## config.mk

```make
export PLATFORM = sky130hd
export DESIGN_NAME = adcseq_top
export DESIGN_NICKNAME = d
export VERILOG_FILES = /design/src/adcseq_pkg.sv /design/src/adcseq_sar.sv /design/src/adcseq_tick.sv /design/src/adcseq_top.sv
export VERILOG_INCLUDE_DIRS = /design/src
export SDC_FILE = /design/constraint.sdc
export NUM_CORES = 1
export LEC_CHECK = 0
export ABC_AREA = 1
export BUFFER_PORTS_ARGS = -buffer_cell sky130_fd_sc_hd__buf_2
export CAP_MARGIN = 10
export CORE_MARGIN = 4
export CORE_UTILIZATION = 50
export CTS_CLUSTER_SIZE = 30
export DETAILED_ROUTE_END_ITERATION = 10
export GPL_TIMING_DRIVEN = 0
export MAX_ROUTING_LAYER = met4
export PLACE_DENSITY = 0.73
export SLEW_MARGIN = 20
export SYNTH_ARGS = -nofsm -noshare
export SYNTH_HDL_FRONTEND = slang
export SYNTH_SLANG_ARGS = --single-unit
```

## constraint.sdc

```tcl
create_clock -name clk -period 2.1 [get_ports clk]
set_input_delay 0.105 -clock clk [delete_from_list [all_inputs] [get_ports clk]]
set_output_delay 0.105 -clock clk [all_outputs]
set_load 0.02 [all_outputs]
```

## src/adcseq_consts.svh

```systemverilog
`ifndef ADCSEQ_CONSTS_SVH
`define ADCSEQ_CONSTS_SVH
// =====================================================
// Control register layout
`define ADCSEQ_CKSEL_HI 7
`define ADCSEQ_CKSEL_LO 6
`define ADCSEQ_CHSEL_HI 5
`define ADCSEQ_CHSEL_LO 3
`define ADCSEQ_GO_BIT 2
`define ADCSEQ_RSVD_BIT 1
`define ADCSEQ_ON_BIT 0
`define ADCSEQ_CTRL_RESET 8'h00
// =====================================================
// Per-bit period in oscillator periods (clk stands for the oscillator)
`define ADCSEQ_DIV_OSC2 8'h02
`define ADCSEQ_DIV_OSC8 8'h08
`define ADCSEQ_DIV_OSC32 8'h20
// Minimum per-bit period in ns, and clock period in ns
`define ADCSEQ_TAD_MIN_NS 1600
`define ADCSEQ_CLK_NS 10
// =====================================================
// Conversion timing in half per-bit periods: 9.5 periods total
`define ADCSEQ_HALF_TOTAL 5'd19
`define ADCSEQ_HALF_PRE 5'd4
`define ADCSEQ_HALF_GAP 5'd4
// One instruction cycle is four oscillator periods
`define ADCSEQ_INSTR_CYCLES 8'h04
`define ADCSEQ_NBITS 8
`endif

```

## src/adcseq_pkg.sv

```systemverilog
`default_nettype none
package adcseq_pkg;
  // Conversion clock source choices
  typedef enum logic [1:0] {
    ADCSEQ_CK_OSC2 = 2'b00,
    ADCSEQ_CK_OSC8 = 2'b01,
    ADCSEQ_CK_OSC32 = 2'b10,
    ADCSEQ_CK_RC = 2'b11
  } adcseq_cksel_t;
  // Fields of the control register
  typedef struct packed {
    adcseq_cksel_t cksel;
    logic [2:0] chsel;
    logic go;
    logic rsvd;
    logic on;
  } adcseq_ctrl_t;
endpackage
`default_nettype wire

```

## src/adcseq_sar.sv

```systemverilog
`timescale 1ns/1ps
`default_nettype none
`include "adcseq_consts.svh"
// Successive approximation register with per-bit validity
module adcseq_sar #(
  parameter int NBITS = `ADCSEQ_NBITS
) (
  input wire logic clk,
  input wire logic rst,
  input wire logic start,
  input wire logic step,
  input wire logic cmp_high,
  input wire logic tad_short,
  output logic [NBITS-1:0] trial,
  output logic [NBITS-1:0] valid,
  output logic [$clog2(NBITS+1)-1:0] done_bits
);
  logic [NBITS-1:0] mask_reg;
  // =====================================================
  // Each step keeps or drops the trial bit, then tries the next
  always_ff @(posedge clk) begin
    if (rst) begin
      trial <= '0;
      mask_reg <= '0;
      valid <= '0;
      done_bits <= '0;
    end else if (start) begin
      mask_reg <= {1'b1, {(NBITS-1){1'b0}}};
      trial <= {1'b1, {(NBITS-1){1'b0}}};
      valid <= '0;
      done_bits <= '0;
    end else if (step && mask_reg != '0) begin
      trial <= (cmp_high ? trial : (trial & ~mask_reg)) | (mask_reg >> 1);
      mask_reg <= mask_reg >> 1;
      // Bits resolved on a too-short period are flagged invalid
      valid <= valid | (tad_short ? '0 : mask_reg);
      done_bits <= done_bits + 1'b1;
    end
  end
endmodule
`default_nettype wire

```

## src/adcseq_tick.sv

```systemverilog
`timescale 1ns/1ps
`default_nettype none
`include "adcseq_consts.svh"
// Half per-bit period tick: oscillator divider or RC source edge
module adcseq_tick (
  input wire logic clk,
  input wire logic rst,
  input wire logic run,
  input wire logic [1:0] cksel,
  input wire logic rc_clk_tick,
  output logic half_tick
);
  logic [7:0] cnt_reg;
  logic [7:0] half_div;
  // =====================================================
  // Divider
  // per-bit period select
  always_comb begin
    unique case (cksel)
      2'b00: half_div = `ADCSEQ_DIV_OSC2 >> 1;
      2'b01: half_div = `ADCSEQ_DIV_OSC8 >> 1;
      2'b10: half_div = `ADCSEQ_DIV_OSC32 >> 1;
      2'b11: half_div = 8'h01;
    endcase
  end
  // Restarts whenever idle so every divider phase starts on a clean boundary; RC edges pass through unaligned
  always_ff @(posedge clk) begin
    if (rst || !run) begin
      cnt_reg <= 8'h00;
      half_tick <= 1'b0;
    end else if (cksel == 2'b11) begin
      cnt_reg <= 8'h00;
      half_tick <= rc_clk_tick;
    end else if (cnt_reg + 8'h01 >= half_div) begin
      cnt_reg <= 8'h00;
      half_tick <= 1'b1;
    end else begin
      cnt_reg <= cnt_reg + 8'h01;
      half_tick <= 1'b0;
    end
  end
endmodule
`default_nettype wire

```

## src/adcseq_top.sv

```systemverilog
`timescale 1ns/1ps
`default_nettype none
`include "adcseq_consts.svh"
// Operation
// - Full 8-bit conversion lasts 9.5 per-bit periods.
// - Clock select 00/01/10 give 2/8/32 oscillator periods, 11 RC source.
// - Port reads return low on analog-configured pins.
// - Output-direction analog pin converts its own driven level.
// - Sequencing ignores channel select and direction bits.
// - Clearing go mid-conversion aborts at once.
// - Abort leaves the result register untouched.
// - After abort, wait two periods then start acquisition.
// - Acquisition time independent of resolution.
// - Bits resolved on a too-short period are marked invalid.
// - Two periods before first bit, then one period per bit for seven bits, half a period for the last.
// - Conversion during sleep only with RC source.
// - RC source delays start by one instruction cycle.
// - Completion clears go and loads the result.
// - Completion in sleep with interrupt enabled wakes the core.
// - Sleep completion without interrupt powers down, on bit kept.
// - Sleep with oscillator clock aborts and powers down, on bit kept.
// - Completion sets the converter done flag.
// - Control layout: clock 7-6, channel 5-3, go 2, reserved 1, on 0.
// - At least two periods after a conversion before next acquisition.
// - Converter off when on bit clear.
module adcseq_top #(
  parameter int NBITS = `ADCSEQ_NBITS,
  parameter int NPINS = 6
) (
  input wire logic clk,
  input wire logic rst,
  input wire logic ctrl_wr,
  input wire logic [7:0] ctrl_wdata,
  input wire logic result_wr,
  input wire logic [NBITS-1:0] result_wdata,
  input wire logic flag_clr,
  input wire logic int_enable,
  input wire logic sleep,
  input wire logic rc_clk_tick,
  input wire logic cmp_high,
  input wire logic [NPINS-1:0] pin_in,
  input wire logic [NPINS-1:0] pin_out,
  input wire logic [NPINS-1:0] pin_direction_bits,
  input wire logic [NPINS-1:0] pin_analog,
  output logic [7:0] converter_control_reg,
  output logic [NBITS-1:0] conv_result_reg,
  output logic [NBITS-1:0] result_valid_reg,
  output logic [NPINS-1:0] port_read_reg,
  output logic conv_done_flag,
  output logic wake_reg,
  output logic powered_reg,
  output logic sample_digital_reg,
  output logic acquiring_reg
);
  // =====================================================
  // Sequencer state and strobes
  typedef enum logic [2:0] {S_IDLE, S_DELAY, S_PRE, S_BITS, S_HALF, S_GAP} adcseq_state_t;
  adcseq_state_t state_reg;
  adcseq_pkg::adcseq_ctrl_t ctrl;
  localparam int TAD_MIN_CYC = (`ADCSEQ_TAD_MIN_NS + `ADCSEQ_CLK_NS - 1) / `ADCSEQ_CLK_NS;
  logic [4:0] half_cnt_reg;
  logic [7:0] delay_cnt_reg;
  logic run;
  logic half_tick;
  logic sar_start;
  logic sar_step;
  logic tad_short;
  logic abort;
  logic finish;
  logic sleep_kill;
  logic is_rc;
  logic [NBITS-1:0] trial;
  logic [NBITS-1:0] valid;
  logic [2:0] chan;
  logic [NBITS-1:0] lsb_mask;
  logic [NBITS-1:0] last_word;
  logic [NBITS-1:0] last_valid;

  // =====================================================
  // Field decode
  assign ctrl = adcseq_pkg::adcseq_ctrl_t'(converter_control_reg);
  assign is_rc = (ctrl.cksel == adcseq_pkg::ADCSEQ_CK_RC);
  assign chan = ctrl.chsel;
  assign abort = ctrl_wr && !ctrl_wdata[`ADCSEQ_GO_BIT] &&
                 (state_reg == S_DELAY || state_reg == S_PRE || state_reg == S_BITS || state_reg == S_HALF);
  // sleep on oscillator clock kills conversion
  assign sleep_kill = sleep && !is_rc && state_reg != S_IDLE && state_reg != S_GAP;
  assign finish = (state_reg == S_HALF) && half_tick;
  // sequencing uses neither channel nor direction bits
  // Divider restarts on an abort, so the hold-off gets two whole periods on an oscillator clock; RC edges are not realigned
  assign run = powered_reg && (state_reg != S_IDLE) && !abort;
  assign sar_start = (state_reg == S_PRE) && half_tick && half_cnt_reg == `ADCSEQ_HALF_PRE - 5'd1;
  assign sar_step = (state_reg == S_BITS) && half_tick && half_cnt_reg[0];
  // Whole periods hold seven steps; the last bit is settled straight from the comparator
  assign lsb_mask = {{(NBITS-1){1'b0}}, 1'b1};
  assign last_word = cmp_high ? trial : (trial & ~lsb_mask);
  // At 100 MHz every oscillator setting is below the minimum; only RC gives valid bits
  // per-bit period below minimum
  assign tad_short = !is_rc && (32'(ctrl.cksel == 2'b00 ? `ADCSEQ_DIV_OSC2 :
                     ctrl.cksel == 2'b01 ? `ADCSEQ_DIV_OSC8 : `ADCSEQ_DIV_OSC32) < TAD_MIN_CYC);
  assign last_valid = valid | (tad_short ? '0 : lsb_mask);

  // =====================================================
  // Sub-blocks
  adcseq_tick u_tick (
    .clk(clk),
    .rst(rst),
    .run(run),
    .cksel(ctrl.cksel),
    .rc_clk_tick(rc_clk_tick),
    .half_tick(half_tick)
  );

  adcseq_sar #(.NBITS(NBITS)) u_sar (
    .clk(clk),
    .rst(rst),
    .start(sar_start),
    .step(sar_step),
    .cmp_high(cmp_high),
    .tad_short(tad_short),
    .trial(trial),
    .valid(valid),
    .done_bits()
  );

  // =====================================================
  // Control register
  // field layout, reserved bit held clear, reset to zero
  always_ff @(posedge clk) begin
    if (rst) begin
      converter_control_reg <= `ADCSEQ_CTRL_RESET;
    end else begin
      if (ctrl_wr) begin
        converter_control_reg <= ctrl_wdata & ~(8'h01 << `ADCSEQ_RSVD_BIT);
        // go ignored when written together with the enable
        if (!converter_control_reg[`ADCSEQ_ON_BIT]) begin
          converter_control_reg[`ADCSEQ_GO_BIT] <= 1'b0;
        end
        // Go written outside idle is refused, so a go write during the gap cannot leave it high
        if (state_reg != S_IDLE && !converter_control_reg[`ADCSEQ_GO_BIT]) begin
          converter_control_reg[`ADCSEQ_GO_BIT] <= 1'b0;
        end
      end
      if (finish || sleep_kill) begin
        converter_control_reg[`ADCSEQ_GO_BIT] <= 1'b0;
      end
    end
  end

  // =====================================================
  // Conversion sequencer
  always_ff @(posedge clk) begin
    if (rst) begin
      state_reg <= S_IDLE;
      half_cnt_reg <= 5'd0;
      delay_cnt_reg <= 8'h00;
    end else if (!ctrl.on || sleep_kill) begin
      state_reg <= S_IDLE;
      half_cnt_reg <= 5'd0;
    end else if (abort) begin
      // Result and flag are left alone on this path
      // two-period wait then acquisition
      state_reg <= S_GAP;
      half_cnt_reg <= 5'd0;
    end else begin
      unique case (state_reg)
        S_IDLE: begin
          if (ctrl_wr && ctrl_wdata[`ADCSEQ_GO_BIT] && ctrl.on) begin
            state_reg <= is_rc ? S_DELAY : S_PRE;
            delay_cnt_reg <= 8'h00;
            half_cnt_reg <= 5'd0;
          end
        end
        // RC start waits four clocks so the sleep instruction can land first
        S_DELAY: begin
          if (delay_cnt_reg == `ADCSEQ_INSTR_CYCLES - 8'h01) begin
            state_reg <= S_PRE;
          end else begin
            delay_cnt_reg <= delay_cnt_reg + 8'h01;
          end
        end
        S_PRE: begin
          if (half_tick) begin
            half_cnt_reg <= half_cnt_reg + 5'd1;
            if (half_cnt_reg == `ADCSEQ_HALF_PRE - 5'd1) begin
              state_reg <= S_BITS;
            end
          end
        end
        S_BITS: begin
          if (half_tick) begin
            half_cnt_reg <= half_cnt_reg + 5'd1;
            if (half_cnt_reg == `ADCSEQ_HALF_TOTAL - 5'd2) begin
              state_reg <= S_HALF;
            end
          end
        end
        // The last bit settles in this half period
        // final half period completes 9.5
        S_HALF: begin
          if (half_tick) begin
            state_reg <= S_GAP;
            half_cnt_reg <= 5'd0;
          end
        end
        // Entered from completion or abort, on a fresh divider phase except after an abort on the RC clock
        // two-period hold-off before acquisition
        S_GAP: begin
          if (half_tick) begin
            half_cnt_reg <= half_cnt_reg + 5'd1;
            if (half_cnt_reg == `ADCSEQ_HALF_GAP - 5'd1) begin
              state_reg <= S_IDLE;
            end
          end
        end
      endcase
    end
  end

  // =====================================================
  // Result, validity and done flag
  always_ff @(posedge clk) begin
    if (rst) begin
      conv_result_reg <= '0;
      result_valid_reg <= '0;
    end else if (finish && !abort && !sleep_kill) begin
      // load result; aborts never reach here
      conv_result_reg <= last_word;
      result_valid_reg <= last_valid;
    end else if (result_wr) begin
      conv_result_reg <= result_wdata;
      result_valid_reg <= '1;
    end
  end

  always_ff @(posedge clk) begin
    if (rst) begin
      conv_done_flag <= 1'b0;
    end else if (finish && !abort && !sleep_kill) begin
      conv_done_flag <= 1'b1;
    end else if (flag_clr) begin
      conv_done_flag <= 1'b0;
    end
  end

  // =====================================================
  // Power and wake
  // Sleep keeps the converter powered only on the RC clock
  always_ff @(posedge clk) begin
    if (rst) begin
      powered_reg <= 1'b0;
      wake_reg <= 1'b0;
    end else begin
      // Wake lasts one cycle; the core side latches it
      // wake on sleep completion with interrupt enabled
      wake_reg <= sleep && finish && int_enable;
      if (!ctrl.on) begin
        powered_reg <= 1'b0;
      end else if (sleep_kill || (sleep && !is_rc)) begin
        // oscillator clock cannot run in sleep
        powered_reg <= 1'b0;
      end else if (sleep && finish && !int_enable) begin
        powered_reg <= 1'b0;
      end else if (!sleep) begin
        // only RC keeps running across sleep
        powered_reg <= 1'b1;
      end
    end
  end

  // =====================================================
  // Pin side
  always_ff @(posedge clk) begin
    if (rst) begin
      port_read_reg <= '0;
      sample_digital_reg <= 1'b0;
      acquiring_reg <= 1'b0;
    end else begin
      port_read_reg <= pin_in & ~pin_analog;
      // Channels beyond the pin count convert no digital level
      // output pin converts its own driven level
      sample_digital_reg <= (32'(chan) < NPINS) ? !pin_direction_bits[chan] : 1'b0;
      acquiring_reg <= powered_reg && state_reg == S_IDLE;
    end
  end
endmodule
`default_nettype wire
```

# Word level (Yosys, flattened, before mapping)

Index checks and enable logic that the tools add are counted.

Register bits after elaboration: 83
Logic and storage cells: 174
Bits of input ports: 49
Output and inout bits: 35

Muxes and demuxes: 42
Bitwise logic cells: 11
$add $sub $neg: 3
Reductions and logical operators: 61
Equal/unequal tests: 32
Order comparisons: 4

Operator list:

| cell                                               | count |
|---|---|
| 2-to-1 mux 8 bit                                   | 12 |
| 2-to-1 mux 3 bit                                   | 10 |
| one-hot mux 8 bit (3 select lines)                 | 1 |
| logical AND 1 bit                                  | 23 |
| != test 3 x 2 -> 1 bit, second input constant      | 7 |
| one-hot mux 3 bit (6 select lines)                 | 1 |
| AND reduction 9 bit                                | 2 |
| adder 8 x 1 -> 8 bit, second input constant        | 2 |
| != test 2 x 1 -> 1 bit, second input constant      | 8 |
| one-hot mux 8 bit (2 select lines)                 | 1 |
| 2-to-1 mux 5 bit                                   | 3 |
| one-hot mux 5 bit (3 select lines)                 | 1 |
| 2-to-1 mux 6 bit                                   | 2 |
| OR reduction 2 bit                                 | 5 |
| logical NOT 1 bit                                  | 9 |
| 2-to-1 mux 1 bit                                   | 9 |
| != test 3 bit, second input constant               | 3 |
| OR reduction 3 bit                                 | 3 |
| bitwise AND 8 bit                                  | 1 |
| == test 8 x 2 -> 1 bit, second input constant      | 1 |
| greater-or-equal comparator 8 bit                  | 1 |
| < comparator 6 x 8 -> 1 bit, second input constant | 1 |
| inverter 8 bit                                     | 1 |
| OR 8 x 1 -> 8 bit                                  | 1 |
| other kinds (27)                                   | 45 |

# Logic depth before layout (Yosys ltp)

Word-level depth: 10
Gate-level depth with buffers: 10
Depth with buffers taken out: 10

# By module

From an unflattened synthesis, not the netlist that was laid out.

Cells, all modules: 587
Area, all modules: 4229.1 sq um

By module, submodules not included:

| module      | area each (sq um) | sequential area each (sq um) | times used | cells each |
|---|---|---|---|---|
| adcseq_top  | 2506.2            | 1001.0                       | 1          | 356 |
| adcseq_sar  | 1176.1            | 560.5                        | 1          | 158 |
| adcseq_tick | 546.8             | 180.2                        | 1          | 73 |

# Worst setup path after synthesis

No wires, ideal clock.

Path type: reg2reg
Start point: register converter_control_reg[6]
End point: register u_tick.cnt_reg[0]
Data required time: 2032 ps
Setup time: 68 ps
Buffers on the path: 0
Stages on the path, launching flop included: 10
Data arrival time: 1754 ps
Period minus slack after synthesis: 1822 ps
Setup slack: 278 ps
Cell sequence: dfxtp_1 -> inv_1 -> ha_1 -> ha_1 -> nand3b_1 -> nand2_1 -> nand3_1 -> a21oi_1 -> nand4_1 -> nor2_1

Word-level cells in the longest chain between the ends: 5
Elaborated cells between the ends (all ways): 8
Those cells by class: 1 x order compare; 3 x eq/ne; 1 x mux; 3 x reduce/logical

Ends and longest elaborated chain:

| what                                                      | RTL line                             | text |
|---|---|---|
| from (decl)                                               | adcseq_top.sv:45                     | `output logic [7:0] converter_control_reg,` |
| from (signal assigned)                                    | adcseq_top.sv:131                    | `` converter_control_reg <= `ADCSEQ_CTRL_RESET; `` |
| from (signal assigned)                                    | adcseq_top.sv:134                    | `` converter_control_reg <= ctrl_wdata & ~(8'h01 << `ADCSEQ_RSVD_BIT); `` |
| == test 2 bit / logical NOT 2 bit (equally long branches) | adcseq_tick.sv:19, adcseq_tick.sv:31 |  |
| OR reduction 2 bit (no source line)                       | -                                    |  |
| one-hot mux 8 bit (3 select lines)                        | adcseq_tick.sv:19                    | `unique case (cksel)` |
| greater-or-equal comparator 8 bit                         | adcseq_tick.sv:34                    | `end else if (cnt_reg + 8'h01 >= half_div) begin` |
| OR reduction 3 bit (no source line) *                     | -                                    |  |
| to (signal assigned)                                      | adcseq_tick.sv:38                    | `cnt_reg <= cnt_reg + 8'h01;` |
| to (decl)                                                 | adcseq_tick.sv:13                    | `logic [7:0] cnt_reg;` |

Mark *: on every way between the ends. The rest lies on a longest branch, timed or not. The select of a mux whose other input is x is not followed.
A chain may end at the register's enable or synchronous reset.

# Worst setup path after layout

Start point: register converter_control_reg[6]
End point: register u_tick.cnt_reg[2]

The elaborated chain is that of the path after synthesis.

==> impl_metrics.csv <==
group,metric,value,unit
floorplanning,initial_core_util,0.524,
finish,final_common_cell,"nand2_1",
clock_tree,clkSinkCount,83,
pwr,p_leak,2.11,nW
clock_tree,cts_buffers,9,
placement,placed_cells,711,
timing,max_freq,512,MHz
clock_tree,clk_pin_slew_worst_paths,0.08,ns
setup_path,slowest_stage,"dfxtp_2",
placement,hpwlAfterDp,7130,µm
pwr,seqPwrFrac,0.514,
setup_path,regToRegSetupSlack,0.15,ns
clock_tree,root_buffer,"clkbuf_8",
timing,slew_headroom,0.611,
finish,layout_common_cells,"nand2_1, nor2_1, dfxtp_1",
floorplanning,die_x,96.1,µm
global_routing,grt_pass1_vias,3544,
floorplanning,die_area,9240,µm²
placement,port_buffers,74,
pwr,internal_power,2.41,mW
setup_path,cp_max_fo,5,
clock_tree,insertion_delay,0.35,ns
setup_path,cpPeakStageDelay,0.35,ns
logic_synthesis,ys_seq_area_frac,0.428,
pwr,finalPower,3.19,mW
pwr,p_clk_frac,0.384,
setup_path,cp_num_buf_inv,1,
floorplanning,die_y,96.1,µm
setup_path,critPathKind,"reg2reg",
setup_path,crit_top_cell,"ha_1",
pwr,pwr-share-comb,0.102,
routing,drc,0,
setup_path,crit_required,2.38,ns
floorplanning,fp-row-count,31,
timing,drv_slew,0,
pwr,power.density,666,nW/µm²
clock_tree,htree_levels,3,
pwr,p_sw_frac,0.245,
routing,dr.pass1.iters,5,
logic_synthesis,ys_types,41,
setup_path,worstPathCellList,"inv_1, ha_1, ha_1, nand3b_1, nand2_1, nand3_2, a21oi_2, nand4_1, nor2_1",
routing,routed_wl,9830,µm
finish,postLayoutCoreUtil,0.646,
finish,fin_cells,744,
global_routing,grt_pass1_wl,16200,µm
flow_run,drv_cap,0,
routing,via_per_inst,5.13,
global_routing,grt_max_degree,14,
routing,wl_per_cell,13.2,µm
setup_path,endpoint_kind,"flop",
timing,hold_viol,0,
timing,setup_viol,0,
setup_path,reg2regPathDepth,9,
finish,synthToLayoutAreaGrowth,23.2,%
placement,placed_area,4390,µm²
timing,worstMarginPinSlew,0.583,ns
finish,nFillCells,665,
routing,via_count,3816,
finish,final_nets,701,
global_routing,track_usage,0.230,
setup_path,timing.rr.start,"converter_control_reg[6]",
setup_path,crit_family,"simple AND/OR/NAND/NOR gates",
setup_path,arrival,2.24,ns
clock_tree,tritoncts,"done",
clock_tree,cts_buffer_depth,2,
setup_path,worstSetupPathDepth,9,
setup_path,r2r-end,"u_tick.cnt_reg[2]",
placement,gp_congestion,1.00,
setup_path,critPathLaunchType,"flop",
finish,drive_gt1_frac,0.192,
logic_synthesis,yosys_warnings,0,
routing,drt_iter0_drc,129,
logic_synthesis,syn_area,3880,µm²
setup_path,crit_start,"converter_control_reg[6]",
setup_path,critPathCapture,"u_tick.cnt_reg[2]",
global_routing,antenna_found_initial,0,
pwr,irDropWorstVdd,0.375,mV
routing,ant_nets,0,
pwr,p_switching,0.779,mW
timing,skew,0.00678,ns
logic_synthesis,ys_ff_latch,83,
worst_hold_path,min-delay-path-class,"in2reg",
floorplanning,core,7410,µm²
floorplanning,ioPinCount,84,
logic_synthesis,synthesis.instances,535,
timing,period_share,0.930,
logic_synthesis,avgSynthCellArea,7.26,µm²
global_routing,overflow,0,
finish,final_area,4780,µm²
status,outcome,"finished clean",
timing,min_period,1.95,ns
finish,antenna_cells,0,
-- metrics by stage --
stage | setup TNS [ns] | setup WS [ns] | hold slack, ns
after floorplan | 0 | 0.278 | 0.177
after global placement | 0 | 0.249 | 0.260
after detailed placement | 0 | 0.171 | 0.263
after CTS | 0 | 0.148 | 0.00338
after global routing | -0.185 | -0.0789 | 0.0209
final | 0 | 0.146 | 0.0268
-- worst min-delay path by stage --
stage / from / end / slack [ns] / cells after the start
global placement: pin_analog[1] / port_read_reg[1] / 0.26 / 2
CTS: rc_clk_tick / u_tick.half_tick / 0.003 / 3
finish: sleep / wake_reg / 0.03 / 3
floorplan: pin_analog[0] / port_read_reg[0] / 0.18 / 1
global route: sleep / wake_reg / 0.02 / 3
detailed placement: pin_analog[5] / port_read_reg[5] / 0.26 / 2
-- layer usage --
layer | routed length [µm] | GRT usage | vias to the layer above
li1 | - | - | 1949
met1 | 4310 | 0.278 | 1783
met2 | 5010 | 0.389 | 72
met3 | 353 | 0.0352 | 12
met4 | 157 | 0.0829 | 0
met5 | 0 | - | -
-- logic make-up after synthesis --
group	share of synthesized area
xor gates and xnor gates	0.0180
DFF	0.428
AOI/OAI and AO/OA	0.133
adders and majority gates	0.0354
buffers and inverters	0.0780
other	0.000966
and+or+nand+nor	0.306
-- area by class of cell --
type | count | area (µm²) | share of cell area
flip-flops and latches | 83 | 1660 | 0.348
well taps | 99 | 124 | 0.0259
plain buffers | 13 | 70.1 | 0.0146
clock inverters | 4 | 76.3 | 0.0160
inverters | 61 | 233 | 0.0487
multi-input cells | 381 | 1940 | 0.405
repair buffers | 92 | 546 | 0.114
clock buffers | 11 | 131 | 0.0275
-- cell usage after synthesis --
| library cell | n | area [µm²] |
|---|---|---|
| nor2_2 | 4 | 25.0 |
| nor3_1 | 5 | 25.0 |
| buf_4 | 1 | 7.51 |
| buf_2 | 2 | 10.0 |
| o21ai_1 | 10 | 50.1 |
| o21a_1 | 4 | 30.0 |
| o21bai_1 | 2 | 15.0 |
| o21ai_0 | 20 | 100 |
| nor3_2 | 1 | 10.0 |
| nor4_1 | 1 | 6.26 |
| inv_1 | 54 | 203 |
| buf_6 | 2 | 22.5 |
| o21ai_2 | 2 | 17.5 |
| nand3_4 | 1 | 17.5 |
| o2111a_1 | 1 | 11.3 |
| a32o_1 | 1 | 10.0 |
| nand2_1 | 108 | 405 |
| inv_2 | 4 | 15.0 |
| a21oi_4 | 1 | 16.3 |
| nand3b_1 | 3 | 22.5 |
| a211oi_1 | 1 | 7.51 |
| xnor2_1 | 2 | 17.5 |
| xor2_1 | 6 | 52.6 |
| buf_1 | 1 | 3.75 |
| clkinv_2 | 3 | 15.0 |
| nand4_1 | 9 | 56.3 |
| dfxtp_1 | 83 | 1660 |
| a31oi_1 | 8 | 50.1 |
| ha_1 | 11 | 138 |
| conb_1 | 1 | 3.75 |
| nand3_2 | 2 | 20.0 |
| nand3_1 | 42 | 210 |
| clkbuf_1 | 7 | 26.3 |
| nand2_4 | 3 | 33.8 |
| nand2_2 | 2 | 12.5 |
| nor2_1 | 81 | 304 |
| nor2_4 | 1 | 11.3 |
| or2_2 | 1 | 6.26 |
| nor3_4 | 1 | 16.3 |
| a21oi_1 | 42 | 210 |
| nor3b_1 | 1 | 7.51 |
-- power groups by stage --
stage / registers [mW] / logic (mW) / clock network [mW]
finish: 1.64 / 0.324 / 1.22
global route: 1.64 / 0.358 / 1.32
CTS: 1.64 / 0.315 / 1.25
detailed placement: 1.67 / 0.294 / 0
global placement: 1.67 / 0.289 / 0
floorplan: 1.72 / 0.136 / 0
-- timing repair --
action,4_1_cts,5_1_grt
setup endpoints to repair,0,5
resized for setup,0,4
buffers inserted,0,2
hold buffers,15,1
hold endpoints to repair,9,1
-- worst min-delay path: stages --
cell and delay (ns):
buf_2 0.11, nand2_1 0.08, nor2_1 0.04
(Power assumes the default switching activity.)
